**src/hw/bbr_pkg.sv**
```systemverilog
// Package for the banked gain-control and synthesizer loop register set.
// Assumes an 8-bit register port with a 7-bit address and single-cycle strobes.
package bbr_pkg;

	// ********************************
	// Offsets
	// ********************************
	localparam logic [6:0] BBR_ADDR_OPMODE    = 7'h01;
	localparam logic [6:0] BBR_ADDR_FLOOR     = 7'h61;
	localparam logic [6:0] BBR_ADDR_THRESH1   = 7'h62;
	localparam logic [6:0] BBR_ADDR_THRESH23  = 7'h63;
	localparam logic [6:0] BBR_ADDR_THRESH45  = 7'h64;
	localparam logic [6:0] BBR_ADDR_SYNTH     = 7'h70;
	localparam logic [6:0] BBR_ADDR_BANK_LO   = 7'h61;
	localparam logic [6:0] BBR_ADDR_BANK_HI   = 7'h73;

	// ********************************
	// Field positions
	// ********************************
	localparam int BBR_BAND_SELECT_BIT = 3;
	localparam int BBR_FLOOR_W         = 6;
	localparam int BBR_THRESH1_W       = 5;
	localparam int BBR_NIBBLE_W        = 4;
	localparam int BBR_HI_NIBBLE_LSB   = 4;
	localparam int BBR_SYNTH_BW_LSB    = 6;
	localparam int BBR_SYNTH_BW_W      = 2;
	localparam int BBR_SYNTH_RSV_W     = 6;

	// ********************************
	// Reset values
	// ********************************
	localparam logic       BBR_RST_BAND_SELECT = 1'h1;
	localparam logic [5:0] BBR_RST_FLOOR_LOW   = 6'h19;
	localparam logic [5:0] BBR_RST_FLOOR_HIGH  = 6'h1C;
	localparam logic [4:0] BBR_RST_TH1_LOW     = 5'h0C;
	localparam logic [4:0] BBR_RST_TH1_HIGH    = 5'h0E;
	localparam logic [3:0] BBR_RST_TH2_LOW     = 4'h4;
	localparam logic [3:0] BBR_RST_TH2_HIGH    = 4'h5;
	localparam logic [3:0] BBR_RST_TH3         = 4'hB;
	localparam logic [3:0] BBR_RST_TH4         = 4'hC;
	localparam logic [3:0] BBR_RST_TH5         = 4'hC;
	localparam logic [1:0] BBR_RST_SYNTH_BW    = 2'h3;
	localparam logic [5:0] BBR_RST_SYNTH_RSV   = 6'h10;

	// ********************************
	// Types
	// ********************************
	typedef struct packed {
		logic [5:0] floor_offset;
		logic [4:0] threshold_first;
		logic [3:0] threshold_second;
		logic [3:0] threshold_third;
		logic [3:0] threshold_fourth;
		logic [3:0] threshold_fifth;
		logic [1:0] synth_bw;
		logic [5:0] synth_rsv;
	} bbr_bank_s;

	typedef struct packed {
		logic [6:0] addr;
		logic [7:0] wdata;
		logic       wr;
		logic       rd;
	} bbr_req_s;

endpackage

```
**src/hw/bbr_bank.sv**
```systemverilog
// One band copy of the banked settings.
// Assumes the parent decodes the band and gives one write strobe per copy.
`timescale 1ns/100ps
module bbr_bank
	import bbr_pkg::*;
#(
	parameter bbr_bank_s RESET_VALUE = '0
) (
	input  wire logic       clk_sys,
	input  wire logic       rst,
	input  wire logic       wr_en,
	input  wire logic [6:0] addr,
	input  wire logic [7:0] wdata,
	output bbr_bank_s       bank
);

	// ********************************
	// State
	// ********************************
	bbr_bank_s next_bank;

	always_comb begin
		next_bank = bank;
		if (wr_en) begin
			if (addr == BBR_ADDR_FLOOR) begin
				next_bank.floor_offset = wdata[BBR_FLOOR_W-1:0];
			end else if (addr == BBR_ADDR_THRESH1) begin
				next_bank.threshold_first = wdata[BBR_THRESH1_W-1:0];
			end else if (addr == BBR_ADDR_THRESH23) begin
				next_bank.threshold_second = wdata[7:BBR_HI_NIBBLE_LSB];
				next_bank.threshold_third  = wdata[BBR_NIBBLE_W-1:0];
			end else if (addr == BBR_ADDR_THRESH45) begin
				next_bank.threshold_fourth = wdata[7:BBR_HI_NIBBLE_LSB];
				next_bank.threshold_fifth  = wdata[BBR_NIBBLE_W-1:0];
			end else if (addr == BBR_ADDR_SYNTH) begin
				next_bank.synth_bw  = wdata[7:BBR_SYNTH_BW_LSB];
				next_bank.synth_rsv = wdata[BBR_SYNTH_RSV_W-1:0];
			end
		end
	end

	always_ff @(posedge clk_sys or posedge rst) begin
		if (rst) begin
			bank <= RESET_VALUE;
		end else begin
			bank <= next_bank;
		end
	end

endmodule // bbr_bank

```
**src/hw/bbr_regs.sv**
```systemverilog
// Banked gain-control and synthesizer loop registers, two band copies.
// Assumes one 200 MHz clock and a simple strobe port driven on that clock.
//
// Summary of operation
// - Offsets 0x61 to 0x73 hold separate low-band and high-band copies.
// - Both copies keep values across band switches; writes touch one copy.
// - Band-select bit 3 of operating mode register steers banked accesses.
// - Band-select resets to 1, low-band copy selected.
// - Band-select 0 exposes high-band copy, 1 exposes low-band copy.
// - Floor offset, bits 5-0 at 0x61, resets 0x19 low, 0x1C high.
// - Floor offset adds to noise floor plus 8 dB margin as reference.
// - First threshold, bits 4-0 at 0x62, resets 0x0C low, 0x0E high.
// - Second threshold, bits 7-4 at 0x63, resets 0x4 low, 0x5 high.
// - Third threshold, bits 3-0 at 0x63, resets 0xB both.
// - Fourth threshold, bits 7-4 at 0x64, resets 0xC both.
// - Fifth threshold, bits 3-0 at 0x64, resets 0xC both.
// - Loop bandwidth bits 7-6 at 0x70, reset 3; 75 to 300 kHz.
// - Bits 5-0 at 0x70 are spare storage resetting to 0x10.
`timescale 1ns/100ps
module bbr_regs
	import bbr_pkg::*;
(
	input  wire logic       clk_sys,
	input  wire logic       rst,
	input  wire logic [6:0] reg_addr,
	input  wire logic [7:0] reg_wdata,
	input  wire logic       reg_wr,
	input  wire logic       reg_rd,
	output logic      [7:0] reg_rdata,
	output logic            band_select_low,
	output logic      [5:0] gain_floor_offset,
	output logic      [4:0] gain_threshold_first,
	output logic      [3:0] gain_threshold_second,
	output logic      [3:0] gain_threshold_third,
	output logic      [3:0] gain_threshold_fourth,
	output logic      [3:0] gain_threshold_fifth,
	output logic      [1:0] synth_loop_bandwidth
);

	// ********************************
	// Reset images of each copy
	// ********************************
	localparam bbr_bank_s BANK_LOW_RST = '{
		floor_offset:     BBR_RST_FLOOR_LOW,
		threshold_first:  BBR_RST_TH1_LOW,
		threshold_second: BBR_RST_TH2_LOW,
		threshold_third:  BBR_RST_TH3,
		threshold_fourth: BBR_RST_TH4,
		threshold_fifth:  BBR_RST_TH5,
		synth_bw:         BBR_RST_SYNTH_BW,
		synth_rsv:        BBR_RST_SYNTH_RSV
	};
	localparam bbr_bank_s BANK_HIGH_RST = '{
		floor_offset:     BBR_RST_FLOOR_HIGH,
		threshold_first:  BBR_RST_TH1_HIGH,
		threshold_second: BBR_RST_TH2_HIGH,
		threshold_third:  BBR_RST_TH3,
		threshold_fourth: BBR_RST_TH4,
		threshold_fifth:  BBR_RST_TH5,
		synth_bw:         BBR_RST_SYNTH_BW,
		synth_rsv:        BBR_RST_SYNTH_RSV
	};

	// ********************************
	// State
	// ********************************
	typedef struct packed {
		logic       band_select;
		logic [7:0] rdata;
	} bbr_state_s;

	bbr_state_s state;
	bbr_state_s next_state;
	bbr_req_s   req;
	bbr_bank_s  bank_low;
	bbr_bank_s  bank_high;
	bbr_bank_s  bank_sel;
	logic       in_banked;
	logic       wr_low;
	logic       wr_high;

	assign req = '{addr: reg_addr, wdata: reg_wdata, wr: reg_wr, rd: reg_rd};

	assign in_banked = (req.addr >= BBR_ADDR_BANK_LO) && (req.addr <= BBR_ADDR_BANK_HI);

	assign wr_low  = req.wr && in_banked && state.band_select;
	assign wr_high = req.wr && in_banked && !state.band_select;

	// ********************************
	// Band copies
	// ********************************
	bbr_bank #(
		.RESET_VALUE (BANK_LOW_RST)
	) u_bank_low (
		.clk_sys (clk_sys),
		.rst     (rst),
		.wr_en   (wr_low),
		.addr    (req.addr),
		.wdata   (req.wdata),
		.bank    (bank_low)
	);

	bbr_bank #(
		.RESET_VALUE (BANK_HIGH_RST)
	) u_bank_high (
		.clk_sys (clk_sys),
		.rst     (rst),
		.wr_en   (wr_high),
		.addr    (req.addr),
		.wdata   (req.wdata),
		.bank    (bank_high)
	);

	// selected copy for reads and outputs
	assign bank_sel = state.band_select ? bank_low : bank_high;

	// ********************************
	// Register port
	// ********************************
	always_comb begin
		next_state = state;
		next_state.rdata = 8'h00;
		// band bit lives in operating mode
		if (req.wr && req.addr == BBR_ADDR_OPMODE) begin
			next_state.band_select = req.wdata[BBR_BAND_SELECT_BIT];
		end
		if (req.rd) begin
			if (req.addr == BBR_ADDR_OPMODE) begin
				next_state.rdata[BBR_BAND_SELECT_BIT] = state.band_select;
			end else if (req.addr == BBR_ADDR_FLOOR) begin
				next_state.rdata[BBR_FLOOR_W-1:0] = bank_sel.floor_offset;
			end else if (req.addr == BBR_ADDR_THRESH1) begin
				next_state.rdata[BBR_THRESH1_W-1:0] = bank_sel.threshold_first;
			end else if (req.addr == BBR_ADDR_THRESH23) begin
				next_state.rdata = {bank_sel.threshold_second, bank_sel.threshold_third};
			end else if (req.addr == BBR_ADDR_THRESH45) begin
				next_state.rdata = {bank_sel.threshold_fourth, bank_sel.threshold_fifth};
			end else if (req.addr == BBR_ADDR_SYNTH) begin
				next_state.rdata = {bank_sel.synth_bw, bank_sel.synth_rsv};
			end
		end
	end

	always_ff @(posedge clk_sys or posedge rst) begin
		if (rst) begin
			state <= '{band_select: BBR_RST_BAND_SELECT, rdata: 8'h00};
		end else begin
			state <= next_state;
		end
	end

	// ********************************
	// Outputs to the analog side
	// ********************************
	// raw codes; dB and kHz mapping is analog
	assign reg_rdata             = state.rdata;
	assign band_select_low       = state.band_select;
	assign gain_floor_offset     = bank_sel.floor_offset;
	assign gain_threshold_first  = bank_sel.threshold_first;
	assign gain_threshold_second = bank_sel.threshold_second;
	assign gain_threshold_third  = bank_sel.threshold_third;
	assign gain_threshold_fourth = bank_sel.threshold_fourth;
	assign gain_threshold_fifth  = bank_sel.threshold_fifth;
	assign synth_loop_bandwidth  = bank_sel.synth_bw;
endmodule // bbr_regs

```
**config.mk**
```make
export PLATFORM = sky130hd
export DESIGN_NAME = bbr_regs
export DESIGN_NICKNAME = d
export VERILOG_FILES = /design/src/hw/bbr_pkg.sv /design/src/hw/bbr_bank.sv /design/src/hw/bbr_regs.sv
export SDC_FILE = /design/constraint.sdc
export NUM_CORES = 1
export LEC_CHECK = 0
export BUFFER_PORTS_ARGS = -buffer_cell sky130_fd_sc_hd__buf_4
export CAP_MARGIN = 20
export CORE_AREA = 2 2 90 92
export CTS_BUF_LIST = sky130_fd_sc_hd__clkbuf_4
export DETAILED_ROUTE_END_ITERATION = 10
export DIE_AREA = 0 0 92 94
export GPL_TIMING_DRIVEN = 0
export PLACE_DENSITY_LB_ADDON = 0.1
export REMOVE_ABC_BUFFERS = 1
export SLEW_MARGIN = 5
export SYNTH_ARGS = -nofsm -noshare
export SYNTH_HDL_FRONTEND = slang
export SYNTH_SLANG_ARGS = --single-unit
```
**constraint.sdc**
```tcl
create_clock -name clk_sys -period 2.1 [get_ports clk_sys]
set_input_delay 0.105 -clock clk_sys [delete_from_list [all_inputs] [get_ports clk_sys]]
set_output_delay 0.105 -clock clk_sys [all_outputs]
set_load 0.05 [all_outputs]
```
# ---- Yosys cells after proc, flatten, opt, wreduce, memory -nomap -nowiden
# Index checks and enable logic that the tools add are counted.
# Widths: inputs -> output; s select.
dict set report classes {
  n_reduce_logical 16
  magnitude_cmp 2
  mul 0
  n_mux 12
  add_sub_neg 0
  n_shift 0
  bitwise_logic 4
  n_eq_ne 6
  n_div 0
}
# cell n
set ops {}
lappend ops {{$eq 7x7->1 const B} 5}
lappend ops {{$mux 35} 1}
lappend ops {{$mux 8} 4}
lappend ops {{$reduce_and 6->1} 2}
lappend ops {{$reduce_and 5->1} 2}
lappend ops {{$reduce_and 4->1} 2}
lappend ops {{$eq 7x1->1 const B} 1}
lappend ops {{$ge 7x7->1 const B} 1}
lappend ops {{$le 7x7->1 const B} 1}
lappend ops {{$mux 3} 2}
lappend ops {{$mux 6} 1}
lappend ops {{$reduce_and 3->1} 2}
lappend ops {{$logic_and 1x1->1} 5}
lappend ops {{$mux 5} 1}
lappend ops {{$mux 4} 1}
lappend ops {{$not 1->1} 4}
lappend ops {{$reduce_and 2->1} 2}
lappend ops {{$mux 2} 1}
lappend ops {{$logic_not 1->1} 1}
lappend ops {{$mux 1} 1}
dict set report word_totals {
  in_bits 19
  mem_bits_rw 0
  out_inout_bits 38
  mem_count 0
  mem_bits_ro 0
  latch_bits 0
  register_bits 79
  elab_cells 58
}

# ---- Depth between registers and ports, before layout
dict set report logic_depth {
  word_depth 8
  mapped_depth 7
  ltp_nobuf 5
}

# ---- Hierarchy
# From an unflattened synthesis, not the netlist that was laid out.
dict set report hier_totals {
  cells_unflattened 298
  area_unflattened_um2 4122.7
}
# module area_each_um2 seq_area_each_um2 cells_each instances
set modules_own_cells {}
lappend modules_own_cells {{bbr_bank at u_bank_high} 1458.9 898.4 80 1}
lappend modules_own_cells {{bbr_bank at u_bank_low} 1456.4 895.9 80 1}
lappend modules_own_cells {bbr_regs 1207.4 226.5 138 1}

# ---- Worst setup path after synthesis
# No wires, ideal clock.
dict set report synth_path {
  path_type {flip-flop to flip-flop}
  from {register state, in the netlist band_select_low}
  to {register state, in the netlist reg_rdata[6]}
  synth_period_minus_slack_ns 2.082
  slack_ns 0.018
  stages_incl_launch_ff 8
  arrival_time_ns 1.960
  required_ns 1.978
  setup_ns 0.122
  n_path_buf 2
  path_cell_list {dfstp_2 buf_4 buf_6 mux2_2 a22oi_1 nor2_1 a31oi_1 nor2_1}
}
# item line
set synth_lines {}
lappend synth_lines {{from (decl)} bbr_regs.sv:72} ;# bbr_state_s state;
lappend synth_lines {{from (signal assigned)} bbr_regs.sv:146} ;# state <= '{band_select: BBR_RST_BAND_SELECT, rdata: 8'h00};
lappend synth_lines {{from (signal assigned)} bbr_regs.sv:148} ;# state <= next_state;

# ---- Worst setup path after layout
dict set report layout_path {
  from {register state, in the netlist band_select_low}
  to {register u_bank_high.bank[34] (netlist name)}
}
dict set report layout_via {
  elab_chain_cells 3
}
# item line
set layout_lines {}
lappend layout_lines {{$logic_not 1->1} bbr_regs.sv:87} ;# assign wr_high = req.wr && in_banked && !state.band_select;
lappend layout_lines {{$logic_and 1x1->1} bbr_regs.sv:87}
lappend layout_lines {{$reduce_and 2->1 (no source line)} --}
lappend layout_lines {{to (signal assigned)} bbr_bank.sv:46} ;# bank <= next_bank;
lappend layout_lines {{to (decl)} bbr_bank.sv:14} ;# output bbr_bank_s bank
# No other way between the ends.
# A chain may end at the register's enable or synchronous reset.

==> key figures <==
Outcome
  • Outcome: complete, no violations

Floorplanning
  • Die ar.: 0.00865 mm^2
  • CORE AREA: 0.00761 mm^2
  • Die width: 92 um
  • Starting Density: 52.5%
  • Die Y: 94 um
  • # IOs: 57
  • Row Count: 32

Min path
  • Hold/Removal Path Class: in -> reg
  • Hold path start: reg_wdata[0]
  • Hold endpoint: u_bank_low.bank[8]
  • Worst Hold Depth: 2

Logic synthesis
  • Yosys cell types: 49
  • Post-synth top area share: 27.5%
  • Number of synthesized flops with an enable pin: 0
  • Ys Warns: 0
  • Largest cells by area after synthesis: dfrtp_1 28%, mux2_2 24%, dfstp_2 23%
  • Sequential area share after synthesis: 50.5%
  • Top FF cell, synth: dfrtp_1
  • Mapped Area: 0.00400 mm^2
  • Cells after Synth: 282
  • Async S/R FF share, synth: 100%
  • Biggest area consumer among synthesized cells: dfrtp_1
  • Avg Inst Size Synth: 14.2 um^2
  • #FFs+latches synth: 79

Clocking
  • CTS tree: done
  • Clock-pin transition on the worst setup and hold timing paths: 0.15 ns
  • CTS Buffer Depth: 2
  • H-tree depth: 3
  • Root Buffer: clkbuf_4
  • Clock sinks: 79
  • Worst-skew pair later-pin latency: 0.42 ns
  • Num CTS Buffers: 9

Critical path
  • Critical R2R Capture: u_bank_high.bank[34]
  • Reg2Reg Launch Point: band_select_low
  • CP Max Fanout: 10
  • CP arrival: 2.33 ns
  • Element type at the critical path end: flop
  • Worst setup path class: reg -> reg
  • CP Launch Type: flop
  • Worst path required time: 2.39 ns
  • R2R setup slack: 0.06 ns
  • Crit-path cells: buf_6, nand2b_4, or3_4, nor2_4, mux2_2
  • CP bufs+invs: 1
  • Slowest cell on crit path: dfstp_4
  • Max incr delay on CP: 0.50 ns
  • Top Family by Delay on Critical Path: simple AND/OR/NAND/NOR gates
  • R2r worst-path depth: 5

Placement
  • Port Buffers: 56
  • Final HPWL DP: 5.99 mm
  • Gp weighted congestion: 0.779
  • Dpl cells: 429
  • Place WS: -0.778 ns

STA
  • Final Hold Vio Count: 0
  • RSZ-0062 raised after global routing: false
  • Fin crit share: 97.0%
  • Max-slew headroom: 54.0%
  • Final setup vio count: 0
  • Worst-Margin Slew: 0.686 ns
  • Post-route setup slack: 0.0630 ns
  • Fmax: 491 MHz
  • Min Clock Period, post-route: 2.04 ns
  • Hold WS: 0.0168 ns
  • Clk_skew: 0.0290 ns
  • Max Slew Vio Count: 0

GRT
  • Antenna violations before repair: 0
  • Met3 usage: 3.05%
  • Met1 Usage GRT: 31.2%
  • Top Usage Layer GRT: met2
  • Remaining global-route overflow: 0
  • First-pass GRT wire length: 14.3 mm
  • Largest net degree at the start of global routing: 48
  • Number of global-route vias before repair: 2664
  • Total GRT Usage: 22.1%
  • Met2 Resource Use GR: 35.5%

Drt
  • Final wirelength: 8.97 mm
  • DR WL/cell: 19.6 um
  • First-pass DRT Iterations: 4
  • Starting DRT DRC Count: 75
  • DR DRC count: 0
  • Vias: 2570
  • Remaining antenna violation count after routing: 0
  • Vias per cell: 5.61

Final layout
  • Area of the multi-input gates: 0.00189 mm^2
  • Storage cell area: 0.00202 mm^2
  • Commonest non-fill, non-tap cell in the layout: mux2_2
  • Core utilization of the finished layout: 63.3%
  • Layout Cells excl Fill: 458
  • Fill cells: 609
  • NumNets Final: 370
  • Commonest cells after routing, fill and taps aside: 84 x mux2_2, 58 x buf_4, 44 x dfrtp_1, 34 x dfstp_2, 13 x nor2_1
  • Layout cell share with drive strength beyond 1: 64.0%
  • P&R area growth vs syn: 20.5%
  • Ant diodes: 0

Power
  • Pwr Total: 3.31 mW
  • VDD IR-drop max: 0.000363 V
  • PwrDens: 688 mW/mm^2
  • Pleak: 2.25 nW

Flow run
  • Max-cap viol count: 0
[metal layers]
| layer | wire [um] | share of wire, % |
|---|---|---|
| met5 | 0 | 0 |
| met4 | 94 | 1.0 |
| met3 | 236 | 2.6 |
| met2 | 4400 | 49 |
| met1 | 4240 | 47 |
[flip-flops by register name, summed over array words and instances (netlist names)]
signal            flops
u_bank_high.bank     35
u_bank_low.bank      35
reg_rdata             8
band_select_low       1
[where the power goes]
| part | total, mW | internal [mW] | leakage [nW] | switching, mW |
|---|---|---|---|---|
| sequential | 1.64 | 1.61 | 0.971 | 0.0299 |
| clock | 1.02 | 0.492 | 0.0824 | 0.530 |
| combinational | 0.649 | 0.247 | 1.20 | 0.402 |
| total | 3.31 | 2.35 | 2.25 | 0.962 |
[final cells by class]
type	count	share of cell area, %
clock buffers	10	1.56
flip-flops and latches	79	42.0
inverters	3	0.286
well taps	102	2.65
repair buffers	70	12.5
clock inverters	6	1.77
multi-input cells	188	39.2
[worst max path at each step]
stage / start / endpoint / depth (start not counted)
finish: band_select_low / u_bank_high.bank[34] / 5
global route: band_select_low / u_bank_high.bank[34] / 5
CTS: band_select_low / u_bank_high.bank[34] / 5
detailed placement: band_select_low / u_bank_low.bank[34] / 4
global placement: rst / u_bank_high.bank[29] / 2
floorplan: band_select_low / u_bank_low.bank[30] / 4
[repair_timing]
item / CTS / global route
setup buffers: 5 / 0
endpoints found under the hold margin: 50 / 0
gates resized for setup: 4 / 0
setup endpoints to repair: 100 / 0
hold buffers: 8 / 0
[cells by family (layout without fill, tap and decap cells)]
group / after synthesis / after routing / synth area share [%]
flops: 79 / 79 / 50.5
simple gates: 49 / 49 / 10.1
xor+xnor: 1 / 1 / 0.219
buf+inv: 15 / 89 / 2.66
compound gates: 32 / 32 / 6.04
mux: 106 / 106 / 30.5
[cells in the mapped netlist, types with 2 or more instances]
| cell | instances |
|---|---|
| mux2_1 | 9 |
| mux2i_1 | 5 |
| nor2_4 | 4 |
| dfstp_2 | 35 |
| inv_1 | 3 |
| o22a_1 | 4 |
| nor3_4 | 2 |
| nand2_1 | 3 |
| mux2_4 | 8 |
| buf_4 | 5 |
| a22oi_1 | 2 |
| clkbuf_1 | 2 |
| nand2_2 | 3 |
| or3_1 | 3 |
| a2111oi_1 | 2 |
| o22ai_1 | 5 |
| mux2_2 | 84 |
| nand2b_1 | 2 |
| nor2_8 | 4 |
| a31oi_1 | 3 |
| buf_6 | 4 |
| and2b_1 | 2 |
| dfrtp_1 | 44 |
| nand3_1 | 3 |
| o21a_1 | 3 |
| a21oi_1 | 3 |
| nor2_1 | 13 |
[metrics by stage]
stage	area (um^2)	setup TNS, ns
after CTS	4820	0
final	4820	0
after floorplan	3900	-18.88
after global placement	4450	-80.41
after global routing	4820	0
after detailed placement	4480	-34.83
[worst reg2reg max path, stage by stage, from the launching register on]
cell,delay (ns)
dfstp_4,0.50
buf_6,0.17
nand2b_4,0.16
or3_4,0.47
nor2_4,0.26
mux2_2,0.37
Power figures use the tool's default switching activity.
